## config.mk

```make
export PLATFORM = sky130hd
export DESIGN_NAME = rcs_main
export DESIGN_NICKNAME = d
export VERILOG_FILES = /design/src/rcs_pkg.sv /design/src/rcs_byte_if.sv /design/src/rcs_fifo.sv /design/src/rcs_main.sv /design/src/rcs_sync.sv
export VERILOG_INCLUDE_DIRS = /design/src /design/src/src
export SDC_FILE = /design/constraint.sdc
export NUM_CORES = 1
export LEC_CHECK = 0
export BUFFER_PORTS_ARGS = -buffer_cell sky130_fd_sc_hd__buf_2
export CORE_AREA = 2 2 247 249
export CTS_BUF_LIST = sky130_fd_sc_hd__clkbuf_4 sky130_fd_sc_hd__clkbuf_8
export CTS_CLUSTER_DIAMETER = 30
export DETAILED_ROUTE_END_ITERATION = 10
export DIE_AREA = 0 0 249 251
export PLACE_DENSITY = 0.49
export SYNTH_ARGS = -nofsm -noshare
export SYNTH_HDL_FRONTEND = slang
export SYNTH_SLANG_ARGS = --single-unit
export TNS_END_PERCENT = 50
```

## constraint.sdc

```tcl
create_clock -name clock -period 12 [get_ports clock]
set_clock_uncertainty 0.05 [all_clocks]
set_input_delay 1.8 -clock clock [delete_from_list [all_inputs] [get_ports clock]]
set_output_delay 1.8 -clock clock [all_outputs]
set_load 0.1 [all_outputs]
```

## src/rcs_cfg.svh

```systemverilog
// Character codes, status bytes and sizes of the reader command block.
`ifndef RCS_CFG_SVH
`define RCS_CFG_SVH

`define RCS_CH_QUERY     8'h21
`define RCS_CH_SCAN      8'h63
`define RCS_CH_STOP      8'h53
`define RCS_CH_DOT       8'h2e
`define RCS_CH_UNKNOWN   8'h3f
`define RCS_CH_COLLIDE   8'h43
`define RCS_CH_FAIL      8'h46
`define RCS_CH_NOCARD    8'h4e
`define RCS_CH_MODE      8'h4f
`define RCS_CH_RANGE     8'h52
`define RCS_CH_AUTH      8'h58
`define RCS_CH_VALFMT    8'h49
`define RCS_KTC_UPLOADED 8'h00
`define RCS_KTC_UP_ERR   8'h01
`define RCS_KTC_OTHER    8'h02
`define RCS_KTC_AWARE    8'hff
`define RCS_BYTE_W       8
`define RCS_FIFO_DEPTH   32
`define RCS_SYNC_STAGES  3

`endif

```

## src/rcs_pkg.sv

```systemverilog
// Types shared by the reader command block.
`default_nettype none
package rcs_pkg;
   typedef enum logic [1:0] {st_idle, st_exec, st_scan} rcs_state_t;

   typedef enum logic [3:0] {
      err_none, err_collision, err_no_card, err_auth, err_value_fmt,
      err_unknown, err_general, err_mode, err_range
   } rcs_err_t;

   typedef enum logic [1:0] {
      ktc_uploaded, ktc_upload_err, ktc_other_card, ktc_aware
   } rcs_ktc_t;

   typedef struct packed {
      rcs_state_t state;
      logic       push_valid;
      logic [7:0] push_data;
      logic       rx_ready;
      logic       card_ready;
      logic       turn;
      logic       cmd_valid;
      logic [7:0] cmd_data;
      logic       led_green;
      logic       led_red;
      logic       scan_multi;
      logic       crypt_en;
      logic       auto_done;
      logic       scan_run;
   } rcs_main_t;
endpackage : rcs_pkg
`default_nettype wire

```

## src/rcs_byte_if.sv

```systemverilog
// Byte stream with valid and ready between the block's own modules.
`timescale 1ns/1ps
`default_nettype none
interface rcs_byte_if #(parameter int W = 8);
   logic         valid;
   logic         ready;
   logic [W-1:0] data;
   modport src (output valid, output data, input ready);
   modport snk (input valid, input data, output ready);
endinterface : rcs_byte_if
`default_nettype wire

```

## src/rcs_fifo.sv

```systemverilog
// Answer FIFO with a registered output stage toward the serial transmitter.
`timescale 1ns/1ps
`default_nettype none
module rcs_fifo #(
   parameter int WIDTH = 8,
   parameter int DEPTH = 32
) (
   input  wire logic             clock,
   input  wire logic             sys_rst,
   rcs_byte_if.snk               in_port,
   output var  logic             out_valid,
   output var  logic [WIDTH-1:0] out_data,
   input  wire logic             out_ready
);
   localparam int AW = $clog2(DEPTH);

   typedef struct packed {
      logic [DEPTH-1:0][WIDTH-1:0] mem;
      logic [AW-1:0]               wr;
      logic [AW-1:0]               rd;
      logic [AW:0]                 count;
      logic                        ovalid;
      logic [WIDTH-1:0]            odata;
   } rcs_fifo_t;

   rcs_fifo_t s_q;
   rcs_fifo_t s_d;
   logic      push;
   logic      pop;

   // Depth must be a power of two so the pointers wrap by themselves.
   assign in_port.ready = (s_q.count != (AW+1)'(DEPTH));

   always_comb begin
      s_d  = s_q;
      push = in_port.valid && in_port.ready;
      pop  = (s_q.count != '0) && (!s_q.ovalid || out_ready);
      if (push) begin
         s_d.mem[s_q.wr] = in_port.data;
         s_d.wr = s_q.wr + AW'(1);
      end
      if (pop) begin
         s_d.odata  = s_q.mem[s_q.rd];
         s_d.ovalid = 1'b1;
         s_d.rd     = s_q.rd + AW'(1);
      end else if (out_ready) begin
         s_d.ovalid = 1'b0;
      end
      s_d.count = s_q.count + (AW+1)'(push) - (AW+1)'(pop);
   end

   always_ff @(posedge clock or posedge sys_rst) begin
      if (sys_rst) begin
         s_q <= '0;
      end else begin
         s_q <= s_d;
      end
   end

   assign out_valid = s_q.ovalid;
   assign out_data  = s_q.odata;
endmodule : rcs_fifo
`default_nettype wire

```

## src/rcs_main.sv

```systemverilog
// Host command interpreter with status query and repeating card scan.
//
// Overview of operation
// RULE1 - Every command gets an answer unless exempt.
// RULE2 - Green lamp on success, red on error.
// RULE3 - Card errors: C, N, X, value code.
// RULE4 - Command errors: ?, F, O, R.
// RULE5 - Status query answers ! while scanning; the code does so only in a noisy text scan, elsewhere the ! stops the scan.
// RULE6 - Status query reports key upload byte.
// RULE7 - Status query answers F when idle.
// RULE8 - No answer while key upload runs.
// RULE9 - Scan status query only in ASCII.
// RULE10 - Scan repeats while cards remain present.
// RULE11 - Any character stops scan, reply S.
// RULE12 - Noisy ASCII scan stops only on period.
// RULE13 - Many-cards flag reports several same-type cards.
// RULE14 - Auto-start flag enters scan in ASCII.
// RULE15 - Binary scan reports N without card.
// RULE16 - Scan works fully in binary mode.
// RULE17 - Mixed card types, length by type.
// RULE18 - Serials plain; encryption after login only.
// RULE19 - Host avoids binary scan on shared bus.
// RULE20 - Abort character is never run as command.
`timescale 1ns/1ps
`default_nettype none
`include "rcs_cfg.svh"
module rcs_main #(
   parameter int BYTE_W = `RCS_BYTE_W,
   parameter int DEPTH  = `RCS_FIFO_DEPTH
) (
   input  wire logic              clock,
   input  wire logic              sys_rst,
   input  wire logic              rx_valid,
   input  wire logic [BYTE_W-1:0] rx_data,
   output var  logic              rx_ready,
   input  wire logic              ascii_mode,
   input  wire logic              multi_card_flag,
   input  wire logic              auto_start_flag,
   input  wire logic              noisy_flag,
   input  wire logic              login_ok,
   input  wire logic              card_in_field_pin,
   input  wire logic              card_valid,
   input  wire logic [BYTE_W-1:0] card_data,
   input  wire logic              card_none,
   output var  logic              card_ready,
   output var  logic              scan_run,
   output var  logic              scan_multi,
   output var  logic              cmd_valid,
   output var  logic [BYTE_W-1:0] cmd_data,
   input  wire logic              exec_done,
   input  wire rcs_pkg::rcs_err_t exec_err,
   input  wire logic [BYTE_W-1:0] exec_ans,
   input  wire logic              exec_quiet,
   input  wire logic              ktc_prepare_active,
   input  wire logic              ktc_uploading,
   input  wire rcs_pkg::rcs_ktc_t ktc_result,
   output var  logic              tx_valid,
   output var  logic [BYTE_W-1:0] tx_data,
   input  wire logic              tx_ready,
   output var  logic              led_green,
   output var  logic              led_red,
   output var  logic              crypt_en
);
   import rcs_pkg::*;

   // Error kind to the single answer character.
   function automatic logic [7:0] err_char(input rcs_err_t e);
      case (e)
         err_collision: err_char = `RCS_CH_COLLIDE; // RULE3
         err_no_card:   err_char = `RCS_CH_NOCARD; // RULE3
         err_auth:      err_char = `RCS_CH_AUTH; // RULE3
         err_value_fmt: err_char = `RCS_CH_VALFMT; // RULE3
         err_unknown:   err_char = `RCS_CH_UNKNOWN; // RULE4
         err_mode:      err_char = `RCS_CH_MODE; // RULE4
         err_range:     err_char = `RCS_CH_RANGE; // RULE4
         default:       err_char = `RCS_CH_FAIL; // RULE4
      endcase
   endfunction : err_char

   function automatic logic [7:0] ktc_byte(input rcs_ktc_t k);
      case (k)
         ktc_uploaded:   ktc_byte = `RCS_KTC_UPLOADED;
         ktc_upload_err: ktc_byte = `RCS_KTC_UP_ERR;
         ktc_other_card: ktc_byte = `RCS_KTC_OTHER;
         default:        ktc_byte = `RCS_KTC_AWARE;
      endcase
   endfunction : ktc_byte

   rcs_main_t s_q;
   rcs_main_t s_d;
   logic      field_present;
   logic      rx_fire;
   logic      card_fire;
   logic      none_fire;
   logic      noisy_scan;
   logic      is_abort;
   logic      free;

   rcs_byte_if #(.W(BYTE_W)) answer ();

   rcs_sync u_field_sync (
      .clock     (clock),
      .sys_rst   (sys_rst),
      .pin_in    (card_in_field_pin),
      .level_out (field_present)
   );

   // The FIFO lets a burst of serial numbers ride out a slow host link;
   // once it fills, the scan simply stops taking card bytes.
   rcs_fifo #(
      .WIDTH (BYTE_W),
      .DEPTH (DEPTH)
   ) u_answer_fifo (
      .clock     (clock),
      .sys_rst   (sys_rst),
      .in_port   (answer),
      .out_valid (tx_valid),
      .out_data  (tx_data),
      .out_ready (tx_ready)
   );

   assign answer.valid = s_q.push_valid;
   assign answer.data  = s_q.push_data;

   always_comb begin
      s_d        = s_q;
      rx_fire    = rx_valid && s_q.rx_ready;
      card_fire  = card_valid && s_q.card_ready;
      none_fire  = card_none && s_q.card_ready;
      noisy_scan = noisy_flag && ascii_mode; // RULE12 RULE16
      is_abort   = !noisy_scan || (rx_data == `RCS_CH_DOT); // RULE12
      s_d.cmd_valid = 1'b0;
      if (s_q.push_valid && answer.ready) begin
         s_d.push_valid = 1'b0;
      end
      case (s_q.state)
         st_idle: begin
            if (rx_fire) begin
               if (rx_data == `RCS_CH_QUERY) begin
                  if (!ascii_mode) begin
                     // Binary mode has no status query.
                     s_d.push_valid = 1'b1; // RULE9
                     s_d.push_data  = `RCS_CH_UNKNOWN; // RULE9
                     s_d.led_green  = 1'b0;
                     s_d.led_red    = 1'b1;
                  end else if (ktc_uploading) begin
                     s_d.push_valid = 1'b0; // RULE8
                  end else if (ktc_prepare_active) begin
                     s_d.push_valid = 1'b1; // RULE6
                     s_d.push_data  = ktc_byte(ktc_result); // RULE6
                  end else begin
                     s_d.push_valid = 1'b1; // RULE7
                     s_d.push_data  = `RCS_CH_FAIL; // RULE7
                  end
               end else if (rx_data == `RCS_CH_SCAN) begin
                  s_d.state = st_scan; // RULE16
               end else begin
                  s_d.cmd_valid = 1'b1;
                  s_d.cmd_data  = rx_data;
                  s_d.state     = st_exec;
               end
            end else if (auto_start_flag && ascii_mode && !s_q.auto_done) begin
               s_d.state     = st_scan; // RULE14
               s_d.auto_done = 1'b1;
            end
         end
         st_exec: begin
            if (exec_done) begin
               s_d.state = st_idle;
               s_d.led_green = (exec_err == err_none); // RULE2
               s_d.led_red   = (exec_err != err_none); // RULE2
               if (!exec_quiet) begin
                  s_d.push_valid = 1'b1; // RULE1
                  s_d.push_data  = (exec_err == err_none) ?
                                   exec_ans : err_char(exec_err); // RULE3 RULE4
               end
            end
         end
         st_scan: begin
            // Bytes here are stop requests or status queries; a noisy text scan drops any other byte.
            if (rx_fire) begin
               if (is_abort) begin
                  s_d.state      = st_idle; // RULE20
                  s_d.push_valid = 1'b1; // RULE11
                  s_d.push_data  = `RCS_CH_STOP; // RULE11
               end else if (rx_data == `RCS_CH_QUERY) begin
                  s_d.push_valid = 1'b1; // RULE5
                  s_d.push_data  = `RCS_CH_QUERY; // RULE5
               end
            end else if (card_fire) begin
               // The engine ends each serial at its type's length.
               s_d.push_valid = 1'b1; // RULE10 RULE17
               s_d.push_data  = card_data; // RULE18
            end else if (none_fire && !ascii_mode) begin
               s_d.push_valid = 1'b1; // RULE15
               s_d.push_data  = `RCS_CH_NOCARD; // RULE15
            end
            s_d.led_green = field_present;
            s_d.led_red   = 1'b0;
         end
         default: begin
            s_d.state = st_idle;
         end
      endcase
      // Ready flags are registered, so they look at the next state.
      free         = !s_d.push_valid;
      s_d.turn     = !s_q.turn;
      s_d.rx_ready = 1'b0;
      s_d.card_ready = 1'b0;
      if (s_d.state == st_idle) begin
         s_d.rx_ready = free && !s_d.cmd_valid;
      end else if (s_d.state == st_scan) begin
         // Taking turns keeps a stop request from racing a card byte.
         s_d.rx_ready   = free && s_q.turn;
         s_d.card_ready = free && !s_q.turn;
      end
      s_d.scan_multi = multi_card_flag && (s_d.state == st_scan); // RULE13
      s_d.crypt_en   = login_ok && (s_d.state != st_scan); // RULE18
      // A flop of its own keeps the scan output free of decode glitches.
      s_d.scan_run   = (s_d.state == st_scan); // RULE10
   end

   always_ff @(posedge clock or posedge sys_rst) begin
      if (sys_rst) begin
         s_q <= '0;
      end else begin
         s_q <= s_d;
      end
   end

   assign rx_ready   = s_q.rx_ready;
   assign card_ready = s_q.card_ready;
   assign scan_run   = s_q.scan_run;
   assign scan_multi = s_q.scan_multi;
   assign cmd_valid  = s_q.cmd_valid;
   assign cmd_data   = s_q.cmd_data;
   assign led_green  = s_q.led_green;
   assign led_red    = s_q.led_red;
   assign crypt_en   = s_q.crypt_en;
endmodule : rcs_main
`default_nettype wire

```

## src/rcs_sync.sv

```systemverilog
// Three-stage synchroniser; the output follows once stages two and three agree.
`timescale 1ns/1ps
`default_nettype none
module rcs_sync (
   input  wire logic clock,
   input  wire logic sys_rst,
   input  wire logic pin_in,
   output var  logic level_out
);
   typedef struct packed {
      logic [2:0] stage;
      logic       level;
   } rcs_sync_t;

   rcs_sync_t s_q;
   rcs_sync_t s_d;

   always_comb begin
      s_d = s_q;
      s_d.stage = {s_q.stage[1:0], pin_in};
      if (s_q.stage[1] == s_q.stage[2]) begin
         s_d.level = s_q.stage[2];
      end
   end

   always_ff @(posedge clock or posedge sys_rst) begin
      if (sys_rst) begin
         s_q <= '0;
      end else begin
         s_q <= s_d;
      end
   end

   assign level_out = s_q.level;
endmodule : rcs_sync
`default_nettype wire

```

# Word level (Yosys, flattened, before mapping)
# Index checks and enable logic that the tools add are counted.
# W data, S select, Z words.
word_totals:
  reg_bits: 314
  latchBits: 0
  mem_bits_rw: 0
  romBits: 0
  input_bits: 46
  output_inout_bits: 25
  word_cells: 168
  mem_count: 0
op_classes:
  n_addsub: 4
  mul: 0
  div: 0
  order_cmp: 3
  n_eq_ne: 26
  shift: 0
  muxes: 43
  bitwise_logic: 3
  reduce_logical: 36
op_table:
  columns: ["cell", "n"]
  rows:
  - ["$bwmux W256", 1]
  - ["$mux W9", 12]
  - ["$pmux W7 S7", 1]
  - ["$bmux W8 S5", 1]
  - ["$demux W8 S5", 1]
  - ["$mux W8", 5]
  - ["$pmux W9 S3", 1]
  - ["$pmux W8 S3", 1]
  - ["$mux W11", 2]
  - ["$mux W2", 10]
  - ["$eq A8 B6 Y1 const B", 2]
  - ["$logic_and A1 B1 Y1", 15]
  - ["$eq A4 B3 Y1 const B", 3]
  - ["$lt A5 B6 Y1 const B", 2]
  - ["$ne A2 B2 Y1 const B", 6]
  - ["$pmux W2 S3", 2]
  - ["$add A5 B1 Y5 const B", 2]
  - ["$eq A4 B2 Y1 const B", 2]
  - ["$eq A8 B7 Y1 const B", 1]
  - ["$ne A4 B4 Y1 const B", 2]
  - ["$reduce_and A8 Y1", 1]
  - ["$logic_not A1 Y1", 7]
  - ["$add A6 B1 Y6", 1]
  - ["$eq A2 B2 Y1 const B", 3]
  - ["other kinds (20)", 31]

# Longest topological paths before layout
# Gate-level depths: netlist (run 1).
depth:
  ltp_word: 12
  ltp_mapped: 14
  ltp_nobuf: 13

# By module
# From an unflattened synthesis (run 1), not the netlist that was laid out.
hier_totals:
  cells_unflattened: 1115
  hier_area_um2: 15170.8
by_module_without_submodules:
  columns: ["mod", "n_inst", "cells_per_inst", "area_per_inst_um2", "seq_area_each_um2"]
  rows:
  - ["rcs_fifo", 1, 894, 13061.3, 7031.7]
  - ["rcs_main", 1, 215, 1994.4, 725.7]
  - ["rcs_sync", 1, 6, 115.1, 100.1]

# Least setup slack after synthesis (run 1)
# Ideal clock, no wire load.
synth_timing:
  kind: "input -> register"
  startpoint: "input tx_ready"
  endpoint: "register u_answer_fifo.s_q[13] in the netlist's numbering"
  setup_time_ns: 0.122
  arrival_ns: 3.667
  required_ns: 11.828
  path_slack_ns: 8.161
  path_stages: 13
  n_path_buf: 1
  path_cell_list: "nor2b_1 > a31oi_1 > clkbuf_1 > ha_1 > inv_1 > ha_1 > inv_1 > fa_1 > inv_1 > a21oi_1 > nor2_1 > nor2_1 > xnor2_1"
synth_lines:
  columns: ["element", "line", "text"]
  rows:
  - ["start: declaration", "rcs_main.sv:59", "input wire logic tx_ready,"]
  - ["end signal: assignment", "rcs_fifo.sv:54", "s_q <= '0;"]
  - ["end signal: assignment", "rcs_fifo.sv:56", "s_q <= s_d;"]
  - ["end: declaration", "rcs_fifo.sv:26", "rcs_fifo_t s_q;"]

==> impl_metrics.tcl, run 1 <==
set metrics [dict create \
    outcome "finished, final reports clean" \
    setup_tns_ps 0 \
    netlist_instances 1035 \
    p_switching_uw 1500 \
    synth_warnings 0 \
    synth.cell_area_um2 14900 \
    dp_hpwl_um 24200 \
    cpMostUsedCell "buf_4" \
    vias 9072 \
    routed_wl_um 37600 \
    hold_violations 0 \
    syn2layout_area_growth_pct 20.3 \
    ctsLongestPathBuffers 3 \
    cts.repair.resized 0 \
    cts.sinks 314 \
    rsz0062_at_grt "false" \
    die-area_um2 62500 \
    start_util_pct 24.8 \
    fillerInstances 5969 \
    drc_errors 0 \
    vdd_drop_max_mv 0.203 \
    endpoint_kind "async pin" \
    max_freq_ghz 0.273 \
    final_util_pct 29.9 \
    rows 90 \
    timing.final.crit_share_pct 30.6 \
    grt_max_degree 102 \
    finalSetupViolCount 0 \
    synth-edff-count 0 \
    hold_class "reg2reg" \
    ios 71 \
    finalMaxSlewViolations 0 \
    post_cts_buffers 0 \
    grt_pass1_wl_um 58900 \
    worst_pin_slew_ps 1220 \
    wl_per_cell_um 19.1 \
    combPwrFrac_pct 27.7 \
    power_frac_clock_pct 37.6 \
    h-tree-depth 3 \
    hold_buffers 0 \
    track_usage_pct 12.2 \
    path_cells "buf_2, inv_8, buf_4, buf_4" \
    core-area_um2 59800 \
    holdWs_ps 295 \
    critPathKind "in2async" \
    clkTransAtPathRegs_ps 50 \
    grt-ovfl-total 0 \
    cap_viol_max_count 0 \
    setup_ws_ps 8330 \
    n_antenna_cell 0 \
    cpPeakStageDelay_ps 890 \
    ys_seq_area_share_pct 52.9 \
    crit_fanout 101 \
    antenna_found_initial 2 \
    power_per_cell_area_nw_per_um2 232 \
    rrSetupSlack_ps 8680 \
    routed_via_density 4.61 \
    avgSynthCellArea_um2 14.4 \
    synthArstFlopShare_pct 100 \
    relSlewSlack_pct 18.7 \
    final_layout_size_suffix_gt1_share_pct 49.8 \
    cts_buffers 83 \
    gp_congestion 0.772 \
    cp.arrival_ps 4200 \
    p_seq_share_pct 34.7 \
    synth_seq_cells 314 \
    period_needed_ps 3670 \
    pre_cts_slack_ps 7490 \
    grt_pass1_vias 9852 \
    intPower_uw 2640 \
    worst_path_max_delay_cell "buf_4" \
    cts_root_buf "clkbuf_8" \
    switching_share_pct 36.2 \
    die_h_um 251 \
    detail-route-antenna-nets 0 \
    total_power_uw 4140 \
    total_leakage_power_uw 0.00834 \
    ys_types 59 \
    start_kind "input port" \
    synthFlopType "dfrtp_1" \
    first_iter_violations 534 \
    first_pass_iters 4 \
    insertion_delay_ps 630 \
    required_ps 12530 \
    die_w_um 249 \
    portBuffers 70 \
    cts_tree "done" \
    nets 1189 \
    syn-num-nets 1100 \
]
==> path summary, 6_finish.rpt <==
check | startpoint | endpoint | cells after the start
worst max-delay path | sys_rst | answer.data[6] | 4
worst min-delay path | u_field_sync.s_d[2] | u_field_sync.s_d[3] | 0
worst max register to register | u_answer_fifo.s_q[15] | u_answer_fifo.out_data[5] | 5
worst min register to register | u_field_sync.s_d[2] | u_field_sync.s_d[3] | 0
max in group clock | rx_data[4] | rx_ready | 7
min in group asynchronous | sys_rst | u_answer_fifo.s_q[27] | 2
==> critical path: cells and delay by family <==
kind | cells | cell delay (ps)
buffers and inverters | 4 | 2280
==> routing by layer <==
| layer | up-vias | global-route usage (%) | share of wire [%] | routed length [um] |
|---|---|---|---|---|
| li1 | 4030 | - | - | - |
| met5 | - | 0 | 0.048 | 18 |
| met2 | 186 | 20.3 | 49 | 18400 |
| met1 | 4790 | 15.5 | 44 | 16700 |
| met3 | 64 | 2.85 | 4.1 | 1540 |
| met4 | 2 | 4.40 | 2.5 | 957 |
==> state kept, by name (all words and copies together) (netlist names), 2 cells and up <==
signal,count
u_field_sync.s_d,2
cmd_data,8
answer.data,8
u_answer_fifo.s_q,272
s_q,4
u_answer_fifo.out_data,8
==> layout by cell type, fill, tap and decap left out, drive strengths merged, types with 6 or more instances in the layout <==
master	n
ha	18
a21oi	31
xnor2	10
mux4	80
buf	84
and2	6
nor2	43
nor2b	7
inv	30
a31oi	8
clkinvlp	9
o21ai	9
clkbuf	103
mux2i	9
nand3	16
nand2	42
nand4	7
clkinv	19
bufinv	11
dfrtp	314
mux2	266
nor3	6
==> cell families (layout without fill, tap and decap cells) <==
group,after synthesis,in the layout,synth area share [%]
mux,355,355,32.9
simple gates,144,144,4.87
fa+ha+maj,20,20,1.72
flops,314,314,52.9
xor+xnor,13,13,0.766
compound gates,84,84,3.76
buf+inv,105,256,3.12
==> layout make-up <==
type	instances	area, um2	area share [%]
flip-flops and latches	314	7870	44.0
clock inverters	44	552	3.09
inverters	25	101	0.567
well taps	782	978	5.48
clock buffers	103	1370	7.69
multi-input cells	616	6540	36.6
repair buffers	84	455	2.55
==> metrics by stage <==
| stage | cells | area [um2] |
|---|---|---|
| finish | 1968 | 17900 |
| global route | 1968 | 17900 |
| CTS | 1968 | 17900 |
| detailed placement | 1821 | 15900 |
| global placement | 1821 | 15900 |
| floorplan | 1035 | 14900 |
==> cells in the mapped netlist (2+ instances only) <==
cell type  number  area [um2]
ha_1           18         225
o22ai_1         3        18.8
a21oi_1        31         155
and2_1          6        37.5
o221a_2         2        22.5
nor4b_4         2        47.6
nand3_1        15        75.1
nor3_1          5        25.0
mux4_2         80        1800
dfrtp_1       314        7860
buf_4          17         128
xor2_1          3        26.3
clkbuf_1       47         176
nor3b_1         3        22.5
nor2b_1         7        43.8
a31oi_1         7        43.8
nor2_1         43         161
inv_1          25        93.8
o21ai_0         9        45.0
a311oi_1        4        35.0
mux2_2        266        3000
buf_2           4        20.0
buf_1          12        45.0
xnor2_1        10        87.6
a21o_1          4        30.0
and3_1          3        18.8
o211ai_1        4        30.0
nand2_1        42         158
mux2i_1         9        90.1
a22o_1          2        17.5
nor4_1          2        12.5
nand4b_1        2        17.5
a211oi_1        2        15.0
nand4_1         7        43.8
==> power groups by stage <==
stage | clock, uW | combinational (uW) | sequential [uW]
6_report | 1560 | 1150 | 1440
5_1_grt | 1660 | 1240 | 1470
4_1_cts | 1600 | 1170 | 1450
3_5_place_dp | 0 | 1170 | 1460
3_3_place_gp | 0 | 1150 | 1460
2_1_floorplan | 0 | 937 | 1390
Power figures use the tool's default switching activity.
==> inputs of run 2 (changes only) <==
ABC_AREA = 1   (was unset)
PLACE_DENSITY = 0.5   (was 0.49)
clock period = 3 ns   (was 12 ns; I/O delays follow)
==> run 2 against run 1 <==
  * Clock power grew to 3.6 times the previous value
  * Critical path depth grew 10
  * Global-route usage grew 1.5 points
  * Final area shrank 1.2%
  * Setup slack lost 7800 ps
  * Area after synthesis is essentially flat
  * Die area is the same
  * Non-clock buffer count grew 22
  * First-iteration DRC count grew 77%
  * Routed wire length grew 14%
  * Sequential share of layout area grew 0.54 points
  * Largest power group is now combinational cells
==> impl_metrics.tcl, run 2 <==
set metrics [dict create \
    start_kind "flop" \
    portBuffers 70 \
    crit_fanout 2 \
    ys_seq_area_share_pct 52.9 \
    synth_area_leaders "dfrtp_1 53%, o21ai_0 13%, nand2_1 11%" \
    synth_top_area_share_pct 52.9 \
    rrSetupSlack_ps 530 \
    gp_congestion 0.882 \
    rr_startpoint "u_answer_fifo.s_q[12]" \
    finalMaxSlewViolations 0 \
    cp.arrival_ps 2950 \
    h-tree-depth 3 \
    synth_seq_cells 314 \
    cts_tree "done" \
    grt_max_degree 131 \
    layout_common_cells "427 x nand2_1, 382 x o21ai_0, 312 x dfrtp_1" \
    ys_types 46 \
    setup_tns_ps 0 \
    cts.sinks 314 \
    rows 90 \
    pre_cts_slack_ps 520 \
    critPathKind "reg2reg" \
    setup_ws_ps 529 \
    antenna_found_initial 1 \
    grt_pass1_wl_um 68700 \
    timing.final.crit_share_pct 82.4 \
    required_ps 3480 \
    detail-route-antenna-nets 0 \
    hold_class "in2reg" \
    max_freq_ghz 0.405 \
    cap_viol_max_count 0 \
    dp_hpwl_um 27100 \
    top_register "u_answer_fifo.s_q" \
    first_pass_iters 7 \
    endpoint_kind "flop" \
    largest_register_ff_count 272 \
    clkTransAtPathRegs_ps 50 \
    vias 12500 \
    cp-endpoint "u_answer_fifo.s_q[13]" \
    core-area_um2 59800 \
    ctsLongestPathBuffers 3 \
    ios 71 \
    synth-edff-count 0 \
    r2r_end "u_answer_fifo.s_q[13]" \
    grt_pass1_vias 12300 \
    synthTopCellsByCount "427 x nand2_1, 382 x o21ai_0, 314 x dfrtp_1" \
    final_layout_size_suffix_gt1_share_pct 15.7 \
    synthArstFlopShare_pct 100 \
    yosysMostFrequentCell "nand2_1" \
    finalSetupViolCount 0 \
    netlist_instances 1758 \
    reg2regPathDepth 14 \
    insertion_delay_ps 630 \
    drc_errors 0 \
    nets 1880 \
    cts_buffers 77 \
    layout_commonest_cell "nand2_1" \
    synthFlopType "dfrtp_1" \
    synth.cell_area_um2 14900 \
    grt-ovfl-total 0 \
    die_w_um 249 \
    wl_per_cell_um 16.1 \
    vdd_drop_max_mv 0.426 \
    cp-startpoint "u_answer_fifo.s_q[12]" \
    relSlewSlack_pct 34.2 \
    routed_via_density 4.68 \
    avgSynthCellArea_um2 8.45 \
    netlist.top_cell.by_area "dfrtp_1" \
    hold_violations 0 \
    syn2layout_area_growth_pct 18.8 \
    die_h_um 251 \
    total_leakage_power_uw 0.00788 \
    cts_root_buf "clkbuf_8" \
    start_util_pct 24.8 \
    period_needed_ps 2470 \
    worst_pin_slew_ps 983 \
    rsz0062_at_grt "false" \
    die-area_um2 62500 \
    track_usage_pct 13.7 \
    synth_warnings 0 \
    syn-num-nets 1823 \
    fillerInstances 6333 \
    routed_wl_um 42900 \
    outcome "finished, final reports clean" \
    power_per_cell_area_nw_per_um2 937 \
    first_iter_violations 947 \
]
run 2: stage by stage:
step | cells | power (uW) | instance area (um2) | utilization (%) | hold WS, ps
after floorplan | 1758 | 9330 | 14900 | - | 281
after detailed placement | 2514 | 11000 | 15900 | 26.5 | 290
after global routing | 2662 | 17500 | 17600 | 29.5 | 3.40
final | 2662 | 16500 | 17600 | 29.5 | 43.4
after CTS | 2660 | 16700 | 17600 | 29.5 | 4.57
after global placement | 2514 | 10900 | 15900 | 26.5 | 285
run 2: worst min-delay path by stage:
stage | startpoint | end | slack, ps | depth (start not counted)
2_1_floorplan | u_field_sync.s_d[2] | u_field_sync.s_d[3] | 280 | 0
3_5_place_dp | u_field_sync.s_d[2] | u_field_sync.s_d[3] | 290 | 0
4_1_cts | multi_card_flag | scan_multi | 5 | 3
3_3_place_gp | u_field_sync.s_d[2] | u_field_sync.s_d[3] | 280 | 0
5_1_grt | multi_card_flag | scan_multi | 3 | 3
6_report | multi_card_flag | scan_multi | 40 | 3
run 2: logic make-up (layout without fill, tap and decap cells):
kind of cell | Yosys count | after routing | share of synthesized area (%)
and+or+nand+nor | 704 | 704 | 19.8
AOI/OAI and AO/OA | 503 | 503 | 18.3
DFF | 314 | 314 | 52.9
buffers and inverters | 206 | 326 | 6.65
adders and majority gates | 20 | 20 | 1.72
xor gates and xnor gates | 11 | 11 | 0.648
other | 0 | 2 | 0
run 2: area by class of cell:
cell class / count / area [um2] / area share, %
Multi-Input combinational cell: 1238 / 6010 / 34.1
Clock inverter: 24 / 244 / 1.38
Antenna cell: 2 / 5.00 / 0.0284
Sequential cell: 314 / 7860 / 44.6
Clock buffer: 118 / 1490 / 8.46
Tap cell: 782 / 978 / 5.54
Timing Repair Buffer: 106 / 756 / 4.28
Inverter: 78 / 298 / 1.69
run 2: where the power goes:
part           leakage [uW]  switching (uW)  internal, uW
Sequential          0.00429             319          4650
Combinational       0.00269            4360          1590
Clock              0.000899            2100          3520
Total               0.00788            6770          9750
run 2: repair_timing:
action | 4_1_cts | 5_1_grt
endpoints found under the hold margin | 26 | 0
gates resized for setup | 0 | 0
hold buffers | 4 | 0
buffers inserted | 0 | 0
run 2: layer usage:
metal	vias to the layer above	wire length (um)	global-route usage, %
met5	-	0	0
met4	0	1350	5.32
met3	92	2240	2.81
met2	377	19000	21.4
met1	5993	20300	18.7
li1	5988	-	-
run 2: worst max-delay path: stages (launching register included):
cell and delay, ps:
dfrtp_1 390, inv_1 80, ha_1 170, nand4_1 100, nand2_1 80, inv_1 60, ha_1 280, inv_1 60
ha_1 140, inv_1 60, fa_1 440, inv_1 70, a21oi_1 50, o21ai_0 190, xor2_1 170
==> inputs of run 3 (changes only) <==
ABC_AREA = 0   (was 1)
PLACE_DENSITY = 0.49   (was 0.5)
clock period = 2.3 ns   (was 3 ns; I/O delays follow)
==> run 3 against run 2 <==
  * The run now ends with negative setup slack left
  * Sequential share of layout area fell by 4.0 points
  * Hold slack improved by 11 ps
  * Non-clock buffer count rose by 86
  * First-iteration DRC count fell by 56%
  * Combinational power rose by 24%
  * Count of clock-buffer cells in the layout fell by 8
  * Global-route usage fell by 1.4 points
  * Sequential power rose by 46%
  * Critical path depth fell by 7
  * Via count fell by 24%
  * Utilization rose by 2.9 points
  * Critical endpoint is now u_answer_fifo.out_data[5]
  * Largest power group is now clock
  * Highest routed layer unchanged
==> impl_metrics.tcl, run 3 (synthesized netlist as in run 1, its figures left out) <==
set metrics [dict create \
    first_iter_violations 415 \
    track_usage_pct 12.3 \
    total_leakage_power_uw 0.00907 \
    outcome "complete, but fails checks" \
    cts_tree "done" \
    drc_errors 0 \
    rows 90 \
    detail-route-antenna-nets 0 \
    timing.final.crit_share_pct 101 \
    met1_usage_pct 16.0 \
    p_switching_uw 8060 \
    largest_register_ff_count 272 \
    grt_max_degree 47 \
    wl_per_cell_um 18.2 \
    layout_common_cells "310 x dfrtp_1, 266 x mux2_2, 99 x clkbuf_8" \
    max_freq_ghz 0.430 \
    final_util_pct 32.4 \
    cts.sinks 314 \
    n_antenna_cell 0 \
    combPwrFrac_pct 32.3 \
    final_layout_size_suffix_gt1_share_pct 56.1 \
    ios 71 \
    portBuffers 70 \
    vias 9409 \
    worst_pin_slew_ps 1210 \
    h-tree-depth 3 \
    hold_violations 0 \
    finalSetupViolCount 2 \
    switching_share_pct 35.3 \
    die_h_um 251 \
    layout_commonest_cell "dfrtp_1" \
    finalMaxSlewViolations 0 \
    met2_usage_pct 20.1 \
    ctsLongestPathBuffers 3 \
    period_needed_ps 2330 \
    cts_buffers 84 \
    core-area_um2 59800 \
    total_power_uw 22800 \
    first_pass_iters 4 \
    rsz0062_at_grt "true" \
    clkTransAtPathRegs_ps 50 \
    intPower_uw 14800 \
    required_ps 2750 \
    endpoint_kind "flop" \
    cap_viol_max_count 0 \
    crit_fanout 7 \
    die_w_um 249 \
    cp.arrival_ps 2780 \
    grt-ovfl-total 0 \
    p_seq_share_pct 31.7 \
    violations "negative setup slack" \
    grt-busiest-layer "met2" \
    routed_via_density 4.52 \
    pre_cts_slack_ps -77.2 \
    routed_wl_um 37900 \
    setup_ws_ps -27.0 \
    power_per_cell_area_nw_per_um2 1180 \
    top_register "u_answer_fifo.s_q" \
    relSlewSlack_pct 19.1 \
    cts_root_buf "clkbuf_8" \
    gp_congestion 0.808 \
    insertion_delay_ps 630 \
    syn2layout_area_growth_pct 30.4 \
    met3_usage_pct 2.79 \
    vdd_drop_max_mv 1.01 \
    critPathKind "reg2reg" \
    nets 1298 \
    fillerInstances 5878 \
    dp_hpwl_um 25200 \
    grt_pass1_vias 10300 \
    start_util_pct 24.8 \
    power_frac_clock_pct 36.1 \
    hold_class "in2reg" \
    start_kind "flop" \
    antenna_found_initial 0 \
    die-area_um2 62500 \
    grt_pass1_wl_um 60100 \
]
## run 3: cell count changes in the layout (fill, tap and decap cells not counted), moves of 23 or more
cell,before,now
o21ai_0,382,9
inv_1,68,18
nor2_1,175,41
nand2_1,427,42
o211ai_1,27,4
mux2_2,0,266
o22ai_1,32,3
mux4_2,0,80
buf_4,22,69
nand3_1,41,14
buf_12,10,33
## run 3: power by group through the flow
stage,clock network [uW],registers (uW),logic [uW]
finish,8230,7240,7370
global route,8790,7380,7950
CTS,8460,7240,6920
detailed placement,0,7310,6860
global placement,0,7270,6790
floorplan,0,7230,4890
## run 3: cell type report
class                           count  area (um2)  area share (%)
Sequential cell                   314        7870            40.6
Multi-Input combinational cell    616        6660            34.4
Timing Repair Buffer              192        1810            9.32
Clock buffer                      110        1450            7.46
Tap cell                          782         978            5.05
Clock inverter                     43         519            2.68
Inverter                           25        97.6           0.504
## run 3: path summary, 6_finish.rpt
kind	startpoint	end	slack [ps]	cells after the start
min	rx_data[4]	cmd_data[4]	50	3
min reg2reg	u_field_sync.s_d[2]	u_field_sync.s_d[3]	300	0
max	u_answer_fifo.s_q[15]	u_answer_fifo.out_data[5]	-30	7
max in group asynchronous	sys_rst	u_answer_fifo.s_q[228]	1120	5
min in group asynchronous	sys_rst	u_answer_fifo.s_q[51]	270	3
max reg2reg	u_answer_fifo.s_q[15]	u_answer_fifo.out_data[5]	-30	7
## run 3: worst max-delay path, cell delays in order, from the launching register on
cell,delay [ps]
dfrtp_4,500
buf_6,130
clkbuf_16,160
buf_6,140
mux4_2,420
mux4_2,490
mux2i_2,200
a21oi_1,90
## run 3: what timing repair did
item                                    in CTS  in global routing
endpoints found under the setup margin     206                156
hold buffers                                 8                  0
cloned                                       0                  3
buffers inserted                             7                  8
hold endpoints to repair                    20                  0
resized for setup                            8                 40
pin swaps                                    2                 17
## run 3: metal layers
layer | share of wire [%] | vias to the layer above | routed length [um]
met5 | 0 | - | 0
met4 | 1.7 | 0 | 658
met3 | 4.6 | 47 | 1760
met2 | 48 | 200 | 18200
met1 | 46 | 4926 | 17300
li1 | - | 4236 | -
## run 3: per-stage QoR
stage	instance area [um2]	instances	TNS, ps	hold slack (ps)
CTS	19100	2071	-177	0.735
global route	19400	2082	-523	37.2
floorplan	14900	1035	-723900	281
finish	19400	2082	-36.2	54.3
global placement	17000	1903	-951	290
detailed placement	17000	1903	-6840	296
